### src/rtl/olaf_pkg.sv
/*
 * Constants for the output level and serial port format register bank:
 * register offsets, field positions, masks, reset values and codes.
 * Assumes a 16-bit control word interface with an 8-bit register address.
 */
package olaf_pkg;
    // Register offsets
    localparam logic [7:0]  ADDR_LEFT_LEVEL  = 8'h6A;
    localparam logic [7:0]  ADDR_RIGHT_LEVEL = 8'h6B;
    localparam logic [7:0]  ADDR_TONE_MIX    = 8'h6F;
    localparam logic [7:0]  ADDR_PORT_FMT    = 8'h70;

    // Channel register fields
    localparam int          BIT_DRIVER_ON    = 15;
    localparam int          BIT_SILENCE      = 14;
    localparam int          BIT_ZERO_CROSS   = 13;
    localparam int          BIT_INVERTER_ON  = 10;
    localparam int          BIT_FEED_SELECT  = 9;
    localparam int          BIT_COMMIT       = 8;
    localparam int          LEVEL_LSB        = 2;
    localparam int          LEVEL_W          = 6;

    // Tone mixer fields
    localparam int          BIT_TONE_ON      = 15;
    localparam int          TONE_LSB         = 5;
    localparam int          TONE_W           = 3;

    // Format register fields
    localparam int          BIT_BCLK_INV     = 15;
    localparam int          BIT_FLOAT        = 13;
    localparam int          BIT_FRAME_INV    = 12;
    localparam int          WL_LSB           = 10;
    localparam int          FMT_LSB          = 8;

    // Writable bit masks; everything else reads zero
    localparam logic [15:0] MASK_LEFT        = 16'hE0FC;
    localparam logic [15:0] MASK_RIGHT       = 16'hE6FC;
    localparam logic [15:0] MASK_TONE        = 16'h80E0;
    localparam logic [15:0] MASK_FMT         = 16'hBF00;

    // Reset values
    localparam logic [15:0] RST_LEFT         = 16'h00E4;
    localparam logic [15:0] RST_RIGHT        = 16'h02E4;
    localparam logic [15:0] RST_TONE         = 16'h0000;
    localparam logic [15:0] RST_FMT          = 16'h0A00;
    localparam logic [5:0]  LEVEL_0DB        = 6'h39;

    // Word length and frame format codes
    localparam logic [1:0]  WL_16            = 2'h0;
    localparam logic [1:0]  WL_20            = 2'h1;
    localparam logic [1:0]  WL_24            = 2'h2;
    localparam logic [1:0]  WL_32            = 2'h3;
    localparam logic [1:0]  FMT_RIGHT_JUST   = 2'h0;
    localparam logic [1:0]  FMT_LEFT_JUST    = 2'h1;
    localparam logic [1:0]  FMT_I2S          = 2'h2;
    localparam logic [1:0]  FMT_DSP          = 2'h3;

    // Bit clock edges from frame clock rise to MSB in DSP format
    localparam logic [1:0]  MSB_EDGE_MODE_A  = 2'h2;
    localparam logic [1:0]  MSB_EDGE_MODE_B  = 2'h1;
    localparam logic [1:0]  MSB_EDGE_NONE    = 2'h0;
endpackage

### src/rtl/olaf_regs.sv
/*
 * Second output pair level registers, tone mixer level and serial port
 * format register, with the deferred pair commit and zero-cross gating.
 * Assumes a synchronous write/read strobe port from the control interface
 * and zero-crossing pulses from the analogue output path.
 */
`timescale 1ns/1ps
module olaf_regs (
    input  wire logic        core_clk,
    input  wire logic        sys_rst,
    input  wire logic        wr_en,
    input  wire logic [7:0]  wr_addr,
    input  wire logic [15:0] wr_data,
    input  wire logic        rd_en,
    input  wire logic [7:0]  rd_addr,
    input  wire logic        left_zero_seen,
    input  wire logic        right_zero_seen,
    output logic      [15:0] rd_data,
    output logic             rd_valid,
    output logic             left_driver_on,
    output logic             left_silence,
    output logic             left_zero_cross_gate,
    output logic      [5:0]  left_gain,
    output logic             right_driver_on,
    output logic             right_silence,
    output logic             right_zero_cross_gate,
    output logic      [5:0]  right_gain,
    output logic             right_inverter_on,
    output logic             right_inverter_feed_select,
    output logic             tone_mix_on,
    output logic      [2:0]  tone_mix_level_code,
    output logic             bit_clock_invert,
    output logic             frame_clock_invert,
    output logic      [1:0]  frame_format_select,
    output logic      [1:0]  word_length_select,
    output logic      [1:0]  word_length_eff,
    output logic      [1:0]  msb_edge,
    output logic             port_pins_oe
);
    logic [15:0] left_r;
    logic [15:0] right_r;
    logic [15:0] tone_r;
    logic [15:0] fmt_r;
    logic [15:0] left_nxt;
    logic [15:0] right_nxt;
    logic [15:0] tone_nxt;
    logic [15:0] fmt_nxt;
    logic [5:0]  left_gain_r;
    logic [5:0]  right_gain_r;
    logic [5:0]  left_target_r;
    logic [5:0]  right_target_r;
    logic        left_wait_r;
    logic        right_wait_r;
    logic [15:0] rd_data_r;
    logic        rd_valid_r;
    logic [1:0]  wl_eff_r;
    logic [1:0]  msb_edge_r;
    logic        pins_oe_r;

    // Address decode for writes
    wire         wr_left  = wr_en && (wr_addr == olaf_pkg::ADDR_LEFT_LEVEL);
    wire         wr_right = wr_en && (wr_addr == olaf_pkg::ADDR_RIGHT_LEVEL);
    wire         wr_tone  = wr_en && (wr_addr == olaf_pkg::ADDR_TONE_MIX);
    wire         wr_fmt   = wr_en && (wr_addr == olaf_pkg::ADDR_PORT_FMT);

    // Only defined bits are stored, so reserved bits neither steer nor read back
    assign left_nxt  = wr_left  ? (wr_data & olaf_pkg::MASK_LEFT)  : left_r;
    assign right_nxt = wr_right ? (wr_data & olaf_pkg::MASK_RIGHT) : right_r;
    assign tone_nxt  = wr_tone  ? (wr_data & olaf_pkg::MASK_TONE)  : tone_r;
    assign fmt_nxt   = wr_fmt   ? (wr_data & olaf_pkg::MASK_FMT)   : fmt_r;

    // Commit bit is an action, not storage; either register commits the pair
    wire         commit = (wr_left || wr_right) && wr_data[olaf_pkg::BIT_COMMIT];

    wire [5:0]   left_level_nxt  = left_nxt[olaf_pkg::LEVEL_LSB +: olaf_pkg::LEVEL_W];
    wire [5:0]   right_level_nxt = right_nxt[olaf_pkg::LEVEL_LSB +: olaf_pkg::LEVEL_W];
    wire         left_zc_nxt     = left_nxt[olaf_pkg::BIT_ZERO_CROSS];
    wire         right_zc_nxt    = right_nxt[olaf_pkg::BIT_ZERO_CROSS];

    // Derived serial port settings from the next format value
    wire [1:0]   fmt_sel_nxt = fmt_nxt[olaf_pkg::FMT_LSB +: 2];
    wire [1:0]   wl_sel_nxt  = fmt_nxt[olaf_pkg::WL_LSB +: 2];
    wire         frame_b_nxt = fmt_nxt[olaf_pkg::BIT_FRAME_INV];
    wire         rj_too_long = (fmt_sel_nxt == olaf_pkg::FMT_RIGHT_JUST)
                               && (wl_sel_nxt == olaf_pkg::WL_32);
    wire [1:0]   wl_eff_nxt  = rj_too_long ? olaf_pkg::WL_24 : wl_sel_nxt;
    wire [1:0]   msb_nxt     = (fmt_sel_nxt != olaf_pkg::FMT_DSP) ? olaf_pkg::MSB_EDGE_NONE
                             : frame_b_nxt ? olaf_pkg::MSB_EDGE_MODE_B
                             : olaf_pkg::MSB_EDGE_MODE_A;

    // Read mux; unmapped offsets answer zero
    wire [15:0]  rd_mux = (rd_addr == olaf_pkg::ADDR_LEFT_LEVEL)  ? left_r
                        : (rd_addr == olaf_pkg::ADDR_RIGHT_LEVEL) ? right_r
                        : (rd_addr == olaf_pkg::ADDR_TONE_MIX)    ? tone_r
                        : (rd_addr == olaf_pkg::ADDR_PORT_FMT)    ? fmt_r
                        : 16'h0000;

    // Register storage with documented reset values
    always_ff @(posedge core_clk) begin
        if (sys_rst) begin
            left_r  <= olaf_pkg::RST_LEFT;
            right_r <= olaf_pkg::RST_RIGHT;
            tone_r  <= olaf_pkg::RST_TONE;
            fmt_r   <= olaf_pkg::RST_FMT;
        end else begin
            left_r  <= left_nxt;
            right_r <= right_nxt;
            tone_r  <= tone_nxt;
            fmt_r   <= fmt_nxt;
        end
    end

    // Commit snapshots both pending levels; written levels never reach gain alone
    always_ff @(posedge core_clk) begin
        if (sys_rst) begin
            left_target_r  <= olaf_pkg::LEVEL_0DB;
            right_target_r <= olaf_pkg::LEVEL_0DB;
        end else if (commit) begin
            left_target_r  <= left_level_nxt;
            right_target_r <= right_level_nxt;
        end
    end

    // Left gain: immediate or held for a zero crossing
    always_ff @(posedge core_clk) begin
        if (sys_rst) begin
            left_gain_r <= olaf_pkg::LEVEL_0DB;
            left_wait_r <= 1'b0;
        end else if (commit) begin
            if (!left_zc_nxt) begin
                left_gain_r <= left_level_nxt;
            end
            left_wait_r <= left_zc_nxt;
        end else if (left_wait_r && (left_zero_seen || !left_zc_nxt)) begin
            left_gain_r <= left_target_r;
            left_wait_r <= 1'b0;
        end
    end

    // Right gain: same gating as the left channel
    always_ff @(posedge core_clk) begin
        if (sys_rst) begin
            right_gain_r <= olaf_pkg::LEVEL_0DB;
            right_wait_r <= 1'b0;
        end else if (commit) begin
            if (!right_zc_nxt) begin
                right_gain_r <= right_level_nxt;
            end
            right_wait_r <= right_zc_nxt;
        end else if (right_wait_r && (right_zero_seen || !right_zc_nxt)) begin
            right_gain_r <= right_target_r;
            right_wait_r <= 1'b0;
        end
    end

    // Serial port derived controls, registered so outputs come from flops
    always_ff @(posedge core_clk) begin
        if (sys_rst) begin
            wl_eff_r   <= olaf_pkg::WL_24;
            msb_edge_r <= olaf_pkg::MSB_EDGE_NONE;
            pins_oe_r  <= 1'b1;
        end else begin
            wl_eff_r   <= wl_eff_nxt;
            msb_edge_r <= msb_nxt;
            pins_oe_r  <= !fmt_nxt[olaf_pkg::BIT_FLOAT];
        end
    end

    // Read answer one cycle after the strobe
    always_ff @(posedge core_clk) begin
        if (sys_rst) begin
            rd_data_r  <= 16'h0000;
            rd_valid_r <= 1'b0;
        end else begin
            rd_data_r  <= rd_en ? rd_mux : 16'h0000;
            rd_valid_r <= rd_en;
        end
    end

    // Output mapping straight from flops
    assign rd_data                    = rd_data_r;
    assign rd_valid                   = rd_valid_r;
    assign left_driver_on             = left_r[olaf_pkg::BIT_DRIVER_ON];
    assign left_silence               = left_r[olaf_pkg::BIT_SILENCE];
    assign left_zero_cross_gate       = left_r[olaf_pkg::BIT_ZERO_CROSS];
    assign left_gain                  = left_gain_r;
    assign right_driver_on            = right_r[olaf_pkg::BIT_DRIVER_ON];
    assign right_silence              = right_r[olaf_pkg::BIT_SILENCE];
    assign right_zero_cross_gate      = right_r[olaf_pkg::BIT_ZERO_CROSS];
    assign right_gain                 = right_gain_r;
    assign right_inverter_on          = right_r[olaf_pkg::BIT_INVERTER_ON];
    assign right_inverter_feed_select = right_r[olaf_pkg::BIT_FEED_SELECT];
    assign tone_mix_on                = tone_r[olaf_pkg::BIT_TONE_ON];
    assign tone_mix_level_code        = tone_r[olaf_pkg::TONE_LSB +: olaf_pkg::TONE_W];
    assign bit_clock_invert           = fmt_r[olaf_pkg::BIT_BCLK_INV];
    assign frame_clock_invert         = fmt_r[olaf_pkg::BIT_FRAME_INV];
    assign frame_format_select        = fmt_r[olaf_pkg::FMT_LSB +: 2];
    assign word_length_select         = fmt_r[olaf_pkg::WL_LSB +: 2];
    assign word_length_eff            = wl_eff_r;
    assign msb_edge                   = msb_edge_r;
    assign port_pins_oe               = pins_oe_r;
endmodule

### config.mk
export PLATFORM = sky130hd
export DESIGN_NAME = olaf_regs
export DESIGN_NICKNAME = d
export VERILOG_FILES = /design/src/rtl/olaf_pkg.sv /design/src/rtl/olaf_regs.sv
export SDC_FILE = /design/constraint.sdc
export NUM_CORES = 1
export LEC_CHECK = 0
export BUFFER_PORTS_ARGS = -buffer_cell sky130_fd_sc_hd__buf_2
export CAP_MARGIN = 20
export CORE_MARGIN = 10
export CORE_UTILIZATION = 25
export CTS_CLUSTER_SIZE = 8
export DETAILED_ROUTE_END_ITERATION = 12
export MAX_ROUTING_LAYER = met4
export SETUP_SLACK_MARGIN = 0.2
export SYNTH_ARGS = -nofsm -noshare
export SYNTH_HDL_FRONTEND = slang
export SYNTH_SLANG_ARGS = --single-unit
### constraint.sdc
create_clock -name core_clk -period 1.95 [get_ports core_clk]
set_clock_uncertainty 0.15 [all_clocks]
set_input_delay 0.39 -clock core_clk [delete_from_list [all_inputs] [get_ports core_clk]]
set_output_delay 0.39 -clock core_clk [all_outputs]
set_load 0.03 [all_outputs]
==> impl_results.md <==
* 1st-iter DRT viols at 201
* Via-to-Cell Ratio at 4.41
* Drt wl/cell at 14.8 µm
* GPL Wtd Cong at 0.785
* Count of final setup violators at 0
* Number of global-route vias before repair at 2688
* Dpl ws at -0.255 ns
* Synth cell types at 37
* Worst Hold End: left_r[2]
* DRT antenna net count at 0
* Synth Instances at 329
* Crit path DAT at 1.91 ns
* Layout cells sized above 1 at 0.372
* Endpoints failing hold at 0
* Crit share post-route at 0.942
* Leak Pwr at 1.81 nW
* Cell area after layout at 0.00421 mm²
* Largest net degree at the start of global routing at 33
* Total track usage at 0.106
* Crit path launch: wr_addr[0]
* Clock latency at the later pin of the worst-skew pair at 0.33 ns
* Die Footprint at 0.0174 mm²
* Switching part of the total at 0.230
* Die width at 132 µm
* Asr flop ratio synth at 0
* Global-route wire length before repair at 14500 µm
* Main synth FF type: dfxtp_1
* Post-Route WL at 8910 µm
* Worst VDD drop at 0.000363 V
* Comb pwr share at 0.055
* Min-delay worst type: input port to flop
* Sequential power share at 0.484
* Floorplan core area at 0.0121 mm²
* CTS Buf Count at 9
* Clock Root Buffer: clkbuf_16
* 1st-pass router iterations at 4
* Die Y-Extent at 132 µm
* Setup slack after layout at 0.114 ns
* Post-synthesis area per instance at 9.51 µm²
* Pwr Total at 3.26 mW
* Final number of max-transition violations at 0
* DRC at 0
* CTS sink count at 77
* Synthesized cell area at 0.00313 mm²
* CTS Hold Buffers Added at 0
* Outcome: finished clean
* Seq cells post-synth at 77
* Final Critical Period at 1.84 ns
* Psw at 0.750 mW
* Layout area overhead at 34.7%
* Worst-path clk slew at 0.06 ns
* Internal at 2.51 mW
* Max Cap Viol at 0
* CP Max Fanout at 6
* Worst r2r src: right_r[13]
* Critical path required time at 2.02 ns
* RSZ-0062 raised after global routing: yes
* CTS tree: built
* CP Class: input port to flop
* RR Endpoint: right_gain[0]
* Max clock buf depth at 2
* GR Overflow Total at 0
* R2r setup slk at 0.49 ns
* Nets@finish at 466
* R2R depth at 3
* # IOs at 90
* Starting Density at 0.258
* Crit. End Element: flop
* Crit start category: input port
* Hold Crit Depth at 2
* Clock Power Share at 0.461
* Seq/Total Area, Yosys at 0.493
* HP Start: wr_data[2]
* I/O Buffers at 85
* Cell area power density at 774 mW/mm²
* Number of synthesized flops with an enable pin at 0
* Fmax at 545 MHz
* Initial antenna violation count at 1
* Std cell rows at 40
* H-tree levels at 3
* Post-DP Area at 0.00389 mm²
* Vias at 2656
* Warnings from Yosys at 0
* Hpwl dp at 6810 µm
* Setup_tns at 0 ns
[sequential cells by signal, indices dropped and copies added, names as in the netlist, 4 cells and up]
register,count
left_target_r,6
fmt_r,7
right_r,11
rd_data,14
left_r,9
right_target_r,6
tone_r,4
right_gain,6
left_gain,6
[cell type report]
type,count,area [µm²]
clock buffers,10,229
diodes,1,2.50
clock inverters,6,38.8
multi-input cells,218,1490
repair buffers,111,659
fillers,1281,7900
flip-flops and latches,77,1540
well taps,168,210
inverters,11,41.3
[metal layers]
layer,vias up,part of all wire,track usage
met4,0,0.019,0.0414
met2,73,0.44,0.157
li1,1344,-,-
met5,-,0,-
met3,14,0.074,0.0454
met1,1225,0.47,0.125
[cell families (layout without fill, tap and decap cells)]
group,count (synthesis),after routing,share of synthesized area
simple gates,125,125,0.202
flops,77,77,0.493
compound gates,50,50,0.115
mux,41,41,0.138
buf+inv,35,138,0.0508
other cells,1,3,0.00120
[timing repair]
item | 4_1_cts | 5_1_grt
setup endpoints to repair | 12 | 12
cloned | 0 | 0
pin swaps | 2 | 1
buffers inserted | 1 | 1
gates resized for setup | 4 | 5
[critical path: stages]
cell     delay (ns)
buf_6          0.09
or3b_4         0.41
nor3_4         0.16
mux2i_1        0.25
o22a_2         0.26
mux2_2         0.35
[cell usage after synthesis (3+ instances only)]
library cell / number / area [µm²]
mux2_2: 16 / 180
inv_1: 11 / 41.3
buf_4: 6 / 45.0
buf_1: 4 / 15.0
nand2_1: 9 / 33.8
nand2b_1: 5 / 31.3
a211o_1: 13 / 114
dfxtp_1: 77 / 1540
a211oi_1: 6 / 45.0
or2_2: 9 / 56.3
buf_2: 4 / 20.0
nor2b_1: 9 / 56.3
nor2_1: 56 / 210
nand3b_1: 3 / 22.5
nand3_1: 4 / 20.0
nor3_1: 12 / 60.1
clkbuf_1: 10 / 37.5
and2_1: 4 / 25.0
mux2i_1: 25 / 250
a21oi_1: 16 / 80.1
a22oi_1: 9 / 67.6
[worst max path at each step]
| stage | to | slack [ns] | cells past startpoint |
|---|---|---|---|
| floorplan | left_gain[0] | -0.1 | 5 |
| global placement | left_gain[2] | -0.23 | 6 |
| detailed placement | left_gain[2] | -0.26 | 6 |
| CTS | left_gain[2] | 0.11 | 6 |
| global route | left_gain[0] | 0.06 | 6 |
| finish | left_gain[4] | 0.11 | 6 |
[power groups by stage]
| stage | logic, mW | clock network [mW] | registers [mW] |
|---|---|---|---|
| after detailed placement | 0.174 | 0 | 1.61 |
| final | 0.181 | 1.50 | 1.58 |
| after CTS | 0.176 | 1.54 | 1.58 |
| after global placement | 0.169 | 0 | 1.61 |
| after global routing | 0.197 | 1.60 | 1.58 |
| after floorplan | 0.0836 | 0 | 1.62 |
[stage by stage]
stage                util  hold slack, ns  std cells
floorplan               -           0.293        330
global placement    0.321           0.306        583
detailed placement  0.321           0.318        583
CTS                 0.346           0.113        600
global route        0.348           0.126        602
finish              0.348           0.134        602
[cell usage in the layout, fill, tap and decap left out, drive strengths merged, types with 2 or more instances in the layout]
| cell type | instances |
|---|---|
| buf | 111 |
| dfxtp | 77 |
| nor2 | 56 |
| mux2i | 25 |
| a21oi | 16 |
| mux2 | 16 |
| a211o | 13 |
| nor3 | 13 |
| inv | 12 |
| clkbuf | 10 |
| nand2 | 9 |
| a22oi | 9 |
| or2 | 9 |
| nor2b | 9 |
| a211oi | 6 |
| nand2b | 5 |
| and2 | 4 |
| nand3 | 4 |
| nand3b | 3 |
| clkinv | 3 |
| or3 | 2 |
| nor3b | 2 |
| nand4 | 2 |
| a311oi | 2 |
| o22a | 2 |
| conb | 2 |
| clkinvlp | 2 |
| and3b | 2 |
Note: power is estimated with default switching activity, not from simulation.
